===== config.mk =====
export PLATFORM = sky130hd
export DESIGN_NAME = accumulator_add_and_logic_ops
export DESIGN_NICKNAME = d
export VERILOG_FILES = /design/src/logic/alu_pkg.sv /design/src/logic/alu_add8.sv /design/src/logic/accumulator_add_and_logic_ops.sv
export SDC_FILE = /design/constraint.sdc
export NUM_CORES = 1
export LEC_CHECK = 0
export BUFFER_PORTS_ARGS = -buffer_cell sky130_fd_sc_hd__buf_2
export CAP_MARGIN = 25
export CORE_AREA = 2 2 104 106
export DETAILED_ROUTE_END_ITERATION = 10
export DIE_AREA = 0 0 106 108
export PLACE_DENSITY = 0.85
export SLEW_MARGIN = 5
export SYNTH_ARGS = -nofsm -noshare
export SYNTH_HDL_FRONTEND = slang
export SYNTH_SLANG_ARGS = --single-unit
export TNS_END_PERCENT = 20

===== constraint.sdc =====
create_clock -name clk_sys -period 3.2 [get_ports clk_sys]
set_clock_uncertainty 0.2 [all_clocks]
set_input_delay 0.48 -clock clk_sys [delete_from_list [all_inputs] [get_ports clk_sys]]
set_output_delay 0.48 -clock clk_sys [all_outputs]
set_load 0.02 [all_outputs]

===== src/logic/alu_pkg.sv =====
// Constants, types and register map of the accumulator add/AND datapath.
// Assumes one 25 MHz system clock, a decoder port and a synchronous RAM.
//
// Notes on behaviour
// RULE_01: Add with carry: work + memory byte + carry into work, five flags.
// RULE_02: Add with carry to memory: same sum written back, five flags.
// RULE_03: Plain add from memory into work register, no carry-in, five flags.
// RULE_04: Add immediate constant to work register, five flags updated.
// RULE_05: Plain add, sum written back to memory, five flags updated.
// RULE_06: AND memory byte into work register; only zero flag changes.
// RULE_07: AND immediate constant into work register; only zero flag changes.
// RULE_08: AND into memory; work register kept; only zero flag changes.
// RULE_09: Carry-in is the carry flag held before the operation starts.
package alu_pkg;

    // ************************************************************
    // Widths
    // ************************************************************
    localparam int DATA_W = 8;
    localparam int ADDR_W = 8;
    localparam int PADDR_W = 8;

    // ************************************************************
    // Register map (byte addresses on APB)
    // ************************************************************
    localparam logic [PADDR_W-1:0] WORK_OFS   = 8'h00;
    localparam logic [PADDR_W-1:0] FLAGS_OFS  = 8'h04;
    localparam logic [PADDR_W-1:0] STATUS_OFS = 8'h08;
    localparam logic [PADDR_W-1:0] RESULT_OFS = 8'h0C;

    // Flag field positions in the flags register
    localparam int FLAG_C_POS  = 0;
    localparam int FLAG_AC_POS = 1;
    localparam int FLAG_Z_POS  = 2;
    localparam int FLAG_OV_POS = 3;
    localparam int FLAG_SC_POS = 4;

    // Status field positions
    localparam int STAT_BUSY_POS = 0;
    localparam int STAT_CNT_POS  = 8;

    // ************************************************************
    // Reset values
    // ************************************************************
    localparam logic [DATA_W-1:0] WORK_RST   = 8'h00;
    localparam logic [DATA_W-1:0] RESULT_RST = 8'h00;
    localparam logic [15:0]       CNT_RST    = 16'h0000;

    // ************************************************************
    // Types
    // ************************************************************
    typedef enum logic [2:0] {
        OP_ADC_A = 3'b000,
        OP_ADC_M = 3'b001,
        OP_ADD_A = 3'b010,
        OP_ADD_I = 3'b011,
        OP_ADD_M = 3'b100,
        OP_AND_A = 3'b101,
        OP_AND_I = 3'b110,
        OP_AND_M = 3'b111
    } opCode_t;

    typedef struct packed {
        opCode_t             code;
        logic [ADDR_W-1:0]   addr;
        logic [DATA_W-1:0]   imm;
    } opReq_t;

    typedef struct packed {
        logic signedResult;
        logic signedWrap;
        logic zero;
        logic halfCarry;
        logic carry;
    } flags_t;

    localparam flags_t FLAGS_RST = 5'b0_0000;

    typedef enum logic [1:0] {
        S_IDLE = 2'b00,
        S_READ = 2'b01,
        S_EXEC = 2'b10
    } state_t;

endpackage


===== src/logic/alu_add8.sv =====
// Eight-bit adder with carry, half-carry and signed overflow outputs.
// Assumes purely combinational use inside the datapath.
`timescale 1ns/1ns
module alu_add8
(
    // Operands
    input  wire logic [7:0] a,
    input  wire logic [7:0] b,
    input  wire logic       cin,
    // Results
    output logic      [7:0] sum,
    output logic            carry,
    output logic            halfCarry,
    output logic            signedWrap
);

    logic [4:0] lowSum;
    logic [8:0] fullSum;

    always_comb
    begin
        lowSum     = {1'b0, a[3:0]} + {1'b0, b[3:0]} + {4'h0, cin};
        fullSum    = {1'b0, a} + {1'b0, b} + {8'h00, cin};
        sum        = fullSum[7:0];
        carry      = fullSum[8];
        halfCarry  = lowSum[4];
        signedWrap = (a[7] == b[7]) && (fullSum[7] != a[7]);
    end

endmodule


===== src/logic/accumulator_add_and_logic_ops.sv =====
// Add and AND datapath around the working register and five flags.
// Assumes a decoder with valid/ready, a RAM with one-cycle read latency
// and an APB master on the same clock.
`timescale 1ns/1ns
module accumulator_add_and_logic_ops
(
    // Clock and reset
    input  wire logic                          clk_sys,
    input  wire logic                          rst_b,
    // Decoder port
    input  wire logic                          opValid,
    input  wire alu_pkg::opReq_t               opReq,
    output logic                               opReady,
    output logic                               opDone,
    // Data memory port
    output logic                               memRd,
    output logic                               memWr,
    output logic [alu_pkg::ADDR_W-1:0]         memAddr,
    output logic [alu_pkg::DATA_W-1:0]         memWdata,
    input  wire logic [alu_pkg::DATA_W-1:0]    memRdata,
    // Core state
    output logic [alu_pkg::DATA_W-1:0]         workingRegister,
    output alu_pkg::flags_t                    flags,
    // APB slave
    input  wire logic                          psel,
    input  wire logic                          penable,
    input  wire logic                          pwrite,
    input  wire logic [alu_pkg::PADDR_W-1:0]   paddr,
    input  wire logic [31:0]                   pwdata,
    output logic                               pready,
    output logic [31:0]                        prdata,
    output logic                               pslverr
);
    import alu_pkg::*;

    // ************************************************************
    // Declarations
    // ************************************************************
    state_t              state;
    state_t              next_state;
    opReq_t              opReg;
    opReq_t              next_opReg;
    flags_t              next_flags;
    logic [DATA_W-1:0]   next_workingRegister;
    logic [DATA_W-1:0]   lastResult;
    logic [DATA_W-1:0]   next_lastResult;
    logic [15:0]         opCount;
    logic [15:0]         next_opCount;
    logic                next_opReady;
    logic                next_opDone;
    logic                next_memRd;
    logic                next_memWr;
    logic [ADDR_W-1:0]   next_memAddr;
    logic [DATA_W-1:0]   next_memWdata;
    logic                next_pready;
    logic [31:0]         next_prdata;
    logic                next_pslverr;

    logic                opTaken;
    logic                accessEnd;
    logic                wrWork;
    logic                wrFlags;
    logic                addrHit;
    logic [DATA_W-1:0]   operand;
    logic                carryIn;
    logic                isAnd;
    logic                toMemory;
    logic [DATA_W-1:0]   addSum;
    logic                addCarry;
    logic                addHalf;
    logic                addWrap;
    logic [DATA_W-1:0]   result;

    // ************************************************************
    // Adder
    // ************************************************************
    alu_add8 adder
    (
        .a          (workingRegister),
        .b          (operand),
        .cin        (carryIn),
        .sum        (addSum),
        .carry      (addCarry),
        .halfCarry  (addHalf),
        .signedWrap (addWrap)
    );

    // ************************************************************
    // Operand selection and result
    // ************************************************************
    always_comb
    begin
        isAnd    = (opReg.code == OP_AND_A) || (opReg.code == OP_AND_I)
                   || (opReg.code == OP_AND_M);
        toMemory = (opReg.code == OP_ADC_M) || (opReg.code == OP_ADD_M)
                   || (opReg.code == OP_AND_M);
        if ((opReg.code == OP_ADD_I) || (opReg.code == OP_AND_I))
        begin
            operand = opReg.imm;
        end
        else
        begin
            operand = memRdata;
        end
        // Carry comes from the flag register, not from this sum
        if ((opReg.code == OP_ADC_A) || (opReg.code == OP_ADC_M))
        begin
            carryIn = flags.carry; // RULE_09
        end
        else
        begin
            carryIn = 1'b0; // RULE_03 RULE_05
        end
        if (isAnd)
        begin
            result = workingRegister & operand; // RULE_06 RULE_07 RULE_08
        end
        else
        begin
            result = addSum; // RULE_01 RULE_02 RULE_03 RULE_04 RULE_05
        end
    end

    // ************************************************************
    // APB decode
    // ************************************************************
    always_comb
    begin
        accessEnd = psel && penable && pready;
        addrHit   = (paddr == WORK_OFS) || (paddr == FLAGS_OFS)
                    || (paddr == STATUS_OFS) || (paddr == RESULT_OFS);
        wrWork    = accessEnd && pwrite && (paddr == WORK_OFS);
        wrFlags   = accessEnd && pwrite && (paddr == FLAGS_OFS);
    end

    always_comb
    begin
        next_pready  = 1'b0;
        next_prdata  = prdata;
        next_pslverr = 1'b0;
        // Answer only while the datapath is idle and not taking an op
        if (psel && penable && !pready && (state == S_IDLE) && !opTaken)
        begin
            next_pready  = 1'b1;
            next_pslverr = !addrHit;
            next_prdata  = 32'h0000_0000;
            if (!pwrite)
            begin
                case (paddr)
                    WORK_OFS:
                    begin
                        next_prdata[DATA_W-1:0] = workingRegister;
                    end
                    FLAGS_OFS:
                    begin
                        next_prdata[FLAG_C_POS]  = flags.carry;
                        next_prdata[FLAG_AC_POS] = flags.halfCarry;
                        next_prdata[FLAG_Z_POS]  = flags.zero;
                        next_prdata[FLAG_OV_POS] = flags.signedWrap;
                        next_prdata[FLAG_SC_POS] = flags.signedResult;
                    end
                    STATUS_OFS:
                    begin
                        next_prdata[STAT_BUSY_POS] = (state != S_IDLE);
                        next_prdata[STAT_CNT_POS +: 16] = opCount;
                    end
                    RESULT_OFS:
                    begin
                        next_prdata[DATA_W-1:0] = lastResult;
                    end
                    default:
                    begin
                        next_prdata = 32'h0000_0000;
                    end
                endcase
            end
        end
    end

    always_ff @(posedge clk_sys or negedge rst_b)
    begin
        if (!rst_b)
        begin
            pready  <= 1'b0;
            prdata  <= 32'h0000_0000;
            pslverr <= 1'b0;
        end
        else
        begin
            pready  <= next_pready;
            prdata  <= next_prdata;
            pslverr <= next_pslverr;
        end
    end

    // ************************************************************
    // Sequencer and core state
    // ************************************************************
    always_comb
    begin
        opTaken              = opValid && opReady;
        next_state           = state;
        next_opReg           = opReg;
        next_workingRegister = workingRegister;
        next_flags           = flags;
        next_lastResult      = lastResult;
        next_opCount         = opCount;
        next_opDone          = 1'b0;
        next_memRd           = 1'b0;
        next_memWr           = 1'b0;
        next_memAddr         = memAddr;
        next_memWdata        = memWdata;
        case (state)
            S_IDLE:
            begin
                if (opTaken)
                begin
                    next_opReg   = opReq;
                    next_memAddr = opReq.addr;
                    if ((opReq.code == OP_ADD_I) || (opReq.code == OP_AND_I))
                    begin
                        next_state = S_EXEC;
                    end
                    else
                    begin
                        next_state = S_READ;
                        next_memRd = 1'b1;
                    end
                end
                else
                begin
                    if (wrWork)
                    begin
                        next_workingRegister = pwdata[DATA_W-1:0];
                    end
                    if (wrFlags)
                    begin
                        next_flags.carry        = pwdata[FLAG_C_POS];
                        next_flags.halfCarry    = pwdata[FLAG_AC_POS];
                        next_flags.zero         = pwdata[FLAG_Z_POS];
                        next_flags.signedWrap   = pwdata[FLAG_OV_POS];
                        next_flags.signedResult = pwdata[FLAG_SC_POS];
                    end
                end
            end
            S_READ:
            begin
                next_state = S_EXEC;
            end
            S_EXEC:
            begin
                next_state      = S_IDLE;
                next_opDone     = 1'b1;
                next_lastResult = result;
                next_opCount    = opCount + 16'h0001;
                next_flags.zero = (result == 8'h00); // RULE_06 RULE_07
                if (!isAnd)
                begin
                    // RULE_01 RULE_02 RULE_03 RULE_04 RULE_05
                    next_flags.carry        = addCarry;
                    next_flags.halfCarry    = addHalf;
                    next_flags.signedWrap   = addWrap;
                    next_flags.signedResult = addWrap ^ addSum[7];
                end
                if (toMemory)
                begin
                    // Work register kept for memory destinations
                    next_memWr    = 1'b1; // RULE_02 RULE_05 RULE_08
                    next_memWdata = result;
                end
                else
                begin
                    next_workingRegister = result; // RULE_01 RULE_03
                end
            end
            default:
            begin
                next_state = S_IDLE;
            end
        endcase
        next_opReady = (next_state == S_IDLE) && !psel;
    end

    always_ff @(posedge clk_sys or negedge rst_b)
    begin
        if (!rst_b)
        begin
            state           <= S_IDLE;
            opReg           <= '0;
            workingRegister <= WORK_RST;
            flags           <= FLAGS_RST;
            lastResult      <= RESULT_RST;
            opCount         <= CNT_RST;
            opReady         <= 1'b0;
            opDone          <= 1'b0;
            memRd           <= 1'b0;
            memWr           <= 1'b0;
            memAddr         <= 8'h00;
            memWdata        <= 8'h00;
        end
        else
        begin
            state           <= next_state;
            opReg           <= next_opReg;
            workingRegister <= next_workingRegister;
            flags           <= next_flags;
            lastResult      <= next_lastResult;
            opCount         <= next_opCount;
            opReady         <= next_opReady;
            opDone          <= next_opDone;
            memRd           <= next_memRd;
            memWr           <= next_memWr;
            memAddr         <= next_memAddr;
            memWdata        <= next_memWdata;
        end
    end

endmodule


# Yosys cells after proc, flatten, opt, wreduce, memory -nomap -nowiden
# Index checks and enable logic that the tools add are counted.
totals:
  regBits: 104
  latch_bits: 0
  ram_bits: 0
  mem_bits_ro: 0
  in_bits: 73
  output_inout_bits: 67
  word_cells: 112
  mem_count: 0
op_classes:
  addsub: 5
  n_mul: 0
  div: 0
  n_lt_le_gt_ge: 0
  eq_ne: 20
  n_shift: 0
  mux: 28
  n_bitwise: 2
  n_reduce_logical: 37
ops:
  columns: ["op", "n"]
  rows:
  - ["8-bit two-way mux", 5]
  - ["24-bit two-way mux", 1]
  - ["16-bit by 1-bit adder with 16-bit output, second input constant", 1]
  - ["8-bit by 4-bit == test with 1-bit output, second input constant", 2]
  - ["8-bit logical NOT", 2]
  - ["16-bit two-way mux", 1]
  - ["8-bit case mux with 2 select lines", 1]
  - ["3-bit == test, second input constant", 5]
  - ["4-bit case mux with 3 select lines", 1]
  - ["1-bit logical AND", 11]
  - ["1-bit logical OR", 10]
  - ["5-bit two-way mux", 2]
  - ["2-bit inequality test, second input constant", 5]
  - ["5-bit case mux with 2 select lines", 1]
  - ["8-bit by 8-bit adder with 9-bit output", 1]
  - ["9-bit by 1-bit adder with 9-bit output", 1]
  - ["1-bit two-way mux", 9]
  - ["8-bit AND", 1]
  - ["8-bit by 3-bit == test with 1-bit output, second input constant", 1]
  - ["2-bit two-way mux", 4]
  - ["4-bit AND reduction", 2]
  - ["3-bit by 2-bit == test with 1-bit output, second input constant", 2]
  - ["3-bit case mux with 2 select lines", 1]
  - ["4-bit by 4-bit adder with 5-bit output", 1]
  - ["15 further kinds", 21]

# Logic depth before layout (Yosys ltp)
# Gate-level depths: netlist (run 1).
depth:
  word_depth: 10
  depth_mapped: 13
  mapped_depth_nobuf: 12

# Cells and area by module
# A second synthesis (run 1) with hierarchy kept.
hier_totals:
  cells_unflattened: 435
  area_unflattened_um2: 4688.2
by_module_without_submodules:
  columns: ["mod", "n_inst", "cells_each", "area_each_um2", "seq_area_each_um2"]
  rows:
  - ["accumulator_add_and_logic_ops", 1, 398, 4364.2, 2402.3]
  - ["alu_add8", 1, 37, 324.1, 0.0]

# Least setup slack after synthesis (run 1)
# No wires, ideal clock.
synth_path:
  kind: "register to register"
  startpoint: "register opReg[18] (netlist bit)"
  endpoint: "register workingRegister[4] (netlist bit)"
  setup_ps: 125
  arrival_time_ps: 2986
  required_time_ps: 2875
  slack_ps: -110
  stages_incl_launch_ff: 14
  path_buffers: 1
  period_less_slack_ps: 3310
  cell_sequence: "dfrtp_1 clkbuf_1 xor2_1 nand2_1 mux2_2 inv_1 fa_1 inv_1 fa_1 a211o_1 a21oi_1 a2bb2oi_1 a21oi_1 mux2_2"
synth_via:
  elab_chain_len: 8
  elab_cells_between_ends: 23
  classes_between: "add/sub: 2; eq/ne: 7; mux: 5; bitwise: 1; reduce/logical: 8"
synth_rtl:
  columns: ["item", "line", "rtl"]
  rows:
  - ["from (decl)", "accumulator_add_and_logic_ops.sv:41", "opReq_t opReg;"]
  - ["from (signal assigned)", "accumulator_add_and_logic_ops.sv:304", "opReg <= next_opReg;"]
  - ["3-bit by 2-bit == test with 1-bit output or 3-bit == test (tied branches)", "accumulator_add_and_logic_ops.sv:97, accumulator_add_and_logic_ops.sv:93", null]
  - ["1-bit logical OR", "accumulator_add_and_logic_ops.sv:97", "if ((opReg.code == OP_ADD_I) || (opReg.code == OP_AND_I))"]
  - ["8-bit two-way mux", "accumulator_add_and_logic_ops.sv:97", null]
  - ["8-bit by 8-bit adder with 9-bit output", "alu_add8.sv:23", "fullSum = {1'b0, a} + {1'b0, b} + {8'h00, cin};"]
  - ["9-bit by 1-bit adder with 9-bit output", "alu_add8.sv:23", null]
  - ["8-bit two-way mux", "accumulator_add_and_logic_ops.sv:114", "if (isAnd)"]
  - ["8-bit two-way mux", "accumulator_add_and_logic_ops.sv:265", "if (toMemory)"]
  - ["8-bit case mux with 2 select lines", "accumulator_add_and_logic_ops.sv:213", "case (state)"]
  - ["to (signal assigned)", "accumulator_add_and_logic_ops.sv:305", "workingRegister <= next_workingRegister;"]
  - ["to (decl)", "accumulator_add_and_logic_ops.sv:22", "output logic [alu_pkg::DATA_W-1:0] workingRegister,"]
# Parallel ways exist; a longest one is shown, timed or not. The select of a mux whose other input is x is not followed.
# A chain may end at the register's enable or synchronous reset.

# Worst setup path after layout (run 1)
layout_path:
  startpoint: "register opReg[16] (netlist bit)"
  endpoint: "register flags[2] (netlist bit)"
layout_via:
  elab_chain_len: 8
  elab_cells_between_ends: 18
  classes_between: "add/sub: 2; eq/ne: 5; mux: 4; bitwise: 1; reduce/logical: 6"
layout_rtl:
  columns: ["item", "line", "rtl"]
  rows:
  - ["3-bit by 2-bit == test with 1-bit output or 3-bit == test (tied branches)", "accumulator_add_and_logic_ops.sv:97, accumulator_add_and_logic_ops.sv:93", null]
  - ["1-bit logical OR", "accumulator_add_and_logic_ops.sv:97", null]
  - ["8-bit two-way mux", "accumulator_add_and_logic_ops.sv:97", null]
  - ["8-bit by 8-bit adder with 9-bit output", "alu_add8.sv:23", null]
  - ["9-bit by 1-bit adder with 9-bit output", "alu_add8.sv:23", null]
  - ["8-bit two-way mux *", "accumulator_add_and_logic_ops.sv:114", null]
  - ["8-bit logical NOT *", "accumulator_add_and_logic_ops.sv:256", "next_flags.zero = (result == 8'h00);"]
  - ["5-bit case mux with 2 select lines *", "accumulator_add_and_logic_ops.sv:213", null]
  - ["to (signal assigned)", "accumulator_add_and_logic_ops.sv:306", "flags <= next_flags;"]
  - ["to (decl)", "accumulator_add_and_logic_ops.sv:23", "output alu_pkg::flags_t flags,"]
# Mark *: on every way between the ends. The rest lies on a longest branch, timed or not.

==> impl_metrics.py, run 1 <==
metrics = {
    "worst_setup_path": {
        "criticalPathCategory": "flop to flop",
        "crit_buf_inv": 2,
        "critPathLaunchType": "flop",
        "critPathTopFamily": "compound AO/OA/AOI/OAI gates",
        "slowest_stage": "dfrtp_1",
        "worstPathRequired_ns": 3.29,
        "worst_r2r_endpoint": "flags[2]",
        "path_cells": "xor2_1 > nand2_2 > mux2_2 > inv_1 > fa_1 > inv_1 > fa_2 > a211oi_2 > o21bai_1 > mux2i_1 > nand2_1 > o41ai_2",
        "arrival_ns": 3.12,
        "cpPeakStageDelay_ns": 0.40,
        "crit_top_cell": "inv_1",
        "reg2reg_depth": 12,
        "r2r_slack_ns": 0.17,
        "worstPathMaxFanout": 3,
        "path_depth": 12,
        "crit_path_end_kind": "flop",
        "worstReg2RegStart": "opReg[16]",
    },
    "final_layout": {
        "fin_area_um2": 5723,
        "final_cell_mix": "106 x buf_2, 96 x dfrtp_1, 39 x mux2_2, 34 x nor2_1, 34 x nand2_1",
        "final_util": 0.5594,
        "syn2layout_area_growth_pct": 21.55,
        "final_nets": 626,
        "layout_commonest_cell": "buf_2",
        "drive_above_1_share": 0.3791,
        "antenna_cells": 0,
    },
    "floorplan": {
        "initial_core_util": 0.4602,
        "core_um2": 10230,
        "die_h_um": 108,
        "die_w_um": 106,
        "dieArea_um2": 11450,
        "std_cell_rows": 37,
        "ios": 140,
    },
    "global_route": {
        "grt.overflow.total": 0,
        "grt_pass1_vias": 3758,
        "grt_pass1_wl_um": 18070,
        "met3_usage": 0.04039,
        "antenna_found_initial": 0,
        "top_usage_layer": "met2",
        "grt_use_total": 0.2039,
        "gr-usage-met1": 0.2464,
        "grt_max_degree": 50,
        "met2_usage": 0.3544,
    },
    "power": {
        "switchingPower_w": 0.001970,
        "internal_power_w": 0.002983,
        "combPwrFrac": 0.447,
        "p_total_w": 0.004953,
        "vdd_drop_max_v": 0.0005035,
        "seqPwrFrac": 0.358,
        "leakagePower_nw": 2.765,
        "p_clk_frac": 0.195,
        "powerDensity_nw_per_um2": 865.4,
        "switching_share": 0.3977,
    },
    "synthesis": {
        "synth_edf_count": 0,
        "synthCells": 425,
        "synth_top_cell_by_area": "dfrtp_1",
        "synthDistinctLibCells": 56,
        "avgSynthCellArea_um2": 11.08,
        "synthFlopType": "dfrtp_1",
        "synth_top_area_frac": 0.5102,
        "yosys_warnings": 0,
        "synth-seq-cells": 96,
        "synthTopCellsByArea": "dfrtp_1 51%, mux2_2 9.3%, nand2_1 2.8%, nor2_1 2.7%, ha_1 2.7%",
        "ys_seq_area_frac": 0.5102,
        "async_flop_share": 1.000,
        "syn_area_um2": 4708,
    },
    "sta": {
        "timing.final.crit_share": 0.9468,
        "rsz0062_at_grt": "yes",
        "worst_pin_slew_ns": 0.7193,
        "slew_headroom": 0.5142,
        "period_needed_ns": 3.030,
        "drv_slew": 0,
        "finalSetupTns_ns": 0,
        "max_freq_mhz": 330.1,
        "finalHoldViolCount": 0,
        "setup_viol": 0,
    },
    "route": {
        "avgViaCountPerCell": 5.455,
        "drc": 0,
        "vias": 3720,
        "first_pass_iters": 5,
        "postRouteAntennaNets": 0,
        "routed_wl_um": 11360,
        "first_iter_violations": 199,
        "wl_per_cell_um": 16.66,
    },
    "worst_hold_path": {
        "holdCritPathClass": "primary input to flop",
        "hold_end": "opReady",
        "holdPathStages": 2,
        "worstHoldStart": "psel",
    },
    "place": {
        "placed_area_um2": 5430,
        "dp_hpwl_um": 8612,
        "place_congestion": 0.8627,
        "portBuffers": 107,
    },
    "status": {
        "status": "completed",
    },
    "cts": {
        "cts_htree_levels": 3,
        "cts_root_buf": "clkbuf_8",
        "cts_tree": "built",
        "cts_sinks": 96,
        "cts_buffer_depth": 2,
        "worstSkewPairLatency_ns": 0.38,
        "numCtsBuffers": 9,
        "clk_pin_slew_worst_paths_ns": 0.10,
    },
    "flow_run": {
        "drv_cap": 0,
    },
}
==> cell families (layout without fill, tap and decap cells) <==
logic type	count (synthesis)	count (layout)	synth area share
fa+ha+maj	12	12	0.03508
mux	45	45	0.1060
buf+inv	35	149	0.03747
other cells	1	8	0.0007965
simple gates	117	117	0.1281
xor+xnor	19	19	0.03534
compound gates	100	100	0.1470
flops	96	96	0.5102
==> Yosys cell counts, types with 4 or more instances <==
| master | instances |
|---|---|
| a22o_2 | 10 |
| nor3b_1 | 8 |
| a22o_1 | 6 |
| o21ai_0 | 15 |
| nand4_1 | 9 |
| ha_1 | 10 |
| dfrtp_1 | 96 |
| mux2_2 | 39 |
| mux2i_1 | 6 |
| buf_4 | 8 |
| xor2_1 | 7 |
| a22oi_1 | 7 |
| a211oi_1 | 8 |
| o31ai_1 | 4 |
| inv_1 | 8 |
| nor3_1 | 6 |
| a21oi_1 | 21 |
| a31oi_1 | 9 |
| clkbuf_1 | 13 |
| xnor2_1 | 12 |
| nand2_1 | 35 |
| buf_1 | 4 |
| nor2_1 | 34 |
| a21o_1 | 4 |
==> power by group through the flow <==
stage	clock network, W	registers (W)	logic, W
6_report	0.000964	0.00177	0.00222
5_1_grt	0.00103	0.00181	0.00244
2_1_floorplan	0	0.00192	0.00127
3_3_place_gp	0	0.00177	0.00206
3_5_place_dp	0	0.00179	0.00212
4_1_cts	0.000989	0.00177	0.00214
==> worst max-delay path by stage <==
stage               slack, ns                 end      start
floorplan               -0.03            flags[2]  opReg[18]
global placement         0.06            flags[2]  opReg[16]
detailed placement      -0.01            flags[2]  opReg[16]
CTS                      0.03  workingRegister[4]  opReg[16]
global route           -0.009  workingRegister[5]  opReg[16]
finish                   0.17            flags[2]  opReg[16]
==> sequential cells by signal, summed over array words and instances (netlist names) <==
name and cells:
state 2, lastResult 8, prdata 24, memWr 1, workingRegister 8, flags 5
memRd 1, pready 1, memWdata 8, pslverr 1, opDone 1, opCount 16
opReady 1, opReg 11, memAddr 8
==> metal layers <==
metal  wire (um)  vias up
met5           0        -
met1        4616     1836
li1            -     1745
met4         254        0
met3         598       21
met2        5890      118
==> what timing repair did <==
| action | in CTS | in global routing |
|---|---|---|
| pin swaps | 0 | 3 |
| setup endpoints to repair | 1 | 6 |
| hold buffers | 1 | 0 |
| endpoints found under the hold margin | 47 | 0 |
| setup buffers | 0 | 1 |
| resized for setup | 1 | 8 |
==> cell type report <==
cell class                      count  area, um2
Sequential cell                    96       2402
Clock inverter                      6      112.6
Timing Repair Buffer              125      675.6
Fill cell                         881       4508
Inverter                            8      30.03
Tap cell                          136      170.2
Multi-Input combinational cell    301       2205
Clock buffer                       10      127.6
==> metrics by stage <==
stage	std cells	setup slack [ns]	hold slack, ns
after detailed placement	664	-0.009819	0.2582
after global placement	664	0.05850	0.2581
after floorplan	432	-0.03073	-0.01559
final	682	0.1704	0.1032
after global routing	682	-0.008859	0.09970
after CTS	681	0.03443	0.07486
Power figures use the tool's default switching activity.
==> run 2, diff against run 1 <==
Settings changed: CORE_AREA 2 2 104 106 to 5 5 107 109, DIE_AREA 0 0 106 108 to 0 0 112 114.
==> run 2 against run 1 <==
Effect of this change: non-clock buffer count grew 8; critical endpoint is now workingRegister[6]; hold slack lost 0.0059 ns; register-to-register slack got worse by 0.11 ns; clock-buffer cell count is the same; total power rose by 1.7%.
==> impl_metrics.py, run 2 (synthesis results as in run 1) <==
metrics = {
    "status": {
        "status": "completed",
    },
    "route": {
        "met2_wirelength_um": 6226,
        "wl_per_cell_um": 17.30,
        "vias": 3803,
        "first_pass_iters": 5,
        "route.met3.wl_um": 696,
        "wl_met1_um": 4831,
        "first_iter_violations": 171,
        "drc": 0,
        "avgViaCountPerCell": 5.480,
        "routed_wl_um": 12010,
        "postRouteAntennaNets": 0,
        "top_layer": "met4",
    },
    "cts": {
        "worstSkewPairLatency_ns": 0.37,
        "cts_htree_levels": 3,
        "cts_buffer_depth": 2,
        "clk_pin_slew_worst_paths_ns": 0.10,
        "numCtsBuffers": 9,
        "cts_tree": "built",
        "cts_sinks": 96,
        "cts_root_buf": "clkbuf_8",
    },
    "worst_setup_path": {
        "criticalPathCategory": "flop to flop",
        "worstPathMaxFanout": 3,
        "worstPathRequired_ns": 3.27,
        "arrival_ns": 3.21,
        "critPathLaunchType": "flop",
        "crit_path_end_kind": "flop",
    },
    "final_layout": {
        "ff_latch_area_um2": 2402,
        "syn2layout_area_growth_pct": 22.40,
        "fillCellCount": 953,
        "drive_above_1_share": 0.3935,
        "final_nets": 634,
        "final_util": 0.5485,
        "top_regs": "prdata: 24 flops, opCount: 16 flops, opReg: 11 flops",
        "multi_input_area_um2": 2207,
        "layout_commonest_cell": "buf_2",
        "top_register": "prdata",
        "fin_area_um2": 5763,
        "final_cell_mix": "106 x buf_2, 96 x dfrtp_1, 38 x mux2_2, 34 x nor2_1, 34 x nand2_1",
        "largest_reg_flops": 24,
        "antenna_cells": 0,
    },
    "place": {
        "placed_area_um2": 5458,
        "place_congestion": 0.8826,
        "portBuffers": 107,
        "dp_hpwl_um": 9015,
    },
    "sta": {
        "finalHoldViolCount": 0,
        "finalSetupTns_ns": 0,
        "setup_viol": 0,
        "max_freq_mhz": 318.3,
        "period_needed_ns": 3.142,
        "drv_slew": 0,
        "worst_pin_slew_ns": 0.9216,
        "slew_headroom": 0.3833,
        "timing.final.crit_share": 0.9819,
    },
    "floorplan": {
        "core_um2": 10510,
        "initial_core_util": 0.4481,
        "die_h_um": 114,
        "std_cell_rows": 38,
        "ios": 140,
        "dieArea_um2": 12770,
        "die_w_um": 112,
    },
    "global_route": {
        "grt_max_degree": 51,
        "grt_use_total": 0.1899,
        "grt_pass1_vias": 3840,
        "grt.overflow.total": 0,
        "antenna_found_initial": 0,
        "grt_pass1_wl_um": 19380,
    },
    "power": {
        "p_total_w": 0.005039,
        "powerDensity_nw_per_um2": 874.3,
        "leakagePower_nw": 2.792,
        "vdd_drop_max_v": 0.0006074,
    },
    "worst_hold_path": {
        "holdCritPathClass": "primary input to flop",
    },
    "flow_run": {
        "drv_cap": 0,
    },
}
[run 2: changes by cell type in the layout (fill, tap and decap cells not counted), moves of 2 or more]
cell       delta
inv_2         +2
bufinv_16     -2
buf_4         +8
inv_1         -2
[run 2: path summary, 6_finish.rpt]
path / startpoint / endpoint / slack [ns] / depth (start not counted)
max in group asynchronous: rst_b / pslverr / 1.57 / 3
worst max register to register: opReg[18] / workingRegister[6] / 0.06 / 13
worst max-delay path: opReg[18] / workingRegister[6] / 0.06 / 13
worst min register to register: opCount[15] / opCount[15] / 0.28 / 1
min in group asynchronous: rst_b / opCount[5] / 0.46 / 2
worst min-delay path: psel / opReady / 0.1 / 2
[run 2: repair_timing]
action	in CTS	in global routing
pin swaps	0	5
hold endpoints to repair	48	0
setup endpoints to repair	2	7
gates resized for setup	1	11
hold buffers	1	0
setup buffers	1	5
[run 2: final cells by class]
cell class                 count  share of cell area
inverter                       8            0.005211
multi-input combinational    301              0.3830
clock buffer                  10             0.02388
timing repair buffer         133              0.1277
clock inverter                 6             0.01303
tap                          140             0.03040
sequential                    96              0.4168
[run 2: through the flow]
stage	std cells	setup slack, ns	hold WS, ns
floorplan	432	-0.03073	-0.01559
global placement	671	0.03704	0.2587
detailed placement	671	-0.06719	0.2717
CTS	689	-0.01339	0.07657
global route	694	-0.03497	0.08722
finish	694	0.05797	0.09738
[run 2: routing by layer]
metal,vias up,track usage
met5,-,0
met4,0,0.06651
met3,32,0.04138
met2,133,0.3241
met1,1868,0.2401
li1,1770,-
[run 2: critical path, cell delays in order, from the launching register on]
cell	delay, ns
dfrtp_1	0.41
xor2_1	0.19
nand2_2	0.08
mux2_4	0.31
inv_2	0.06
fa_2	0.19
inv_2	0.04
fa_2	0.38
a211oi_2	0.26
o21bai_2	0.13
mux2i_1	0.24
buf_4	0.17
a31oi_1	0.07
mux2_2	0.29
[run 2: where the power goes]
part / total (W) / leakage [nW] / internal [W] / switching, W
sequential: 0.00176 / 1.22 / 0.00150 / 0.000258
clock: 0.000855 / 0.105 / 0.000395 / 0.000460
combinational: 0.00242 / 1.47 / 0.00107 / 0.00135
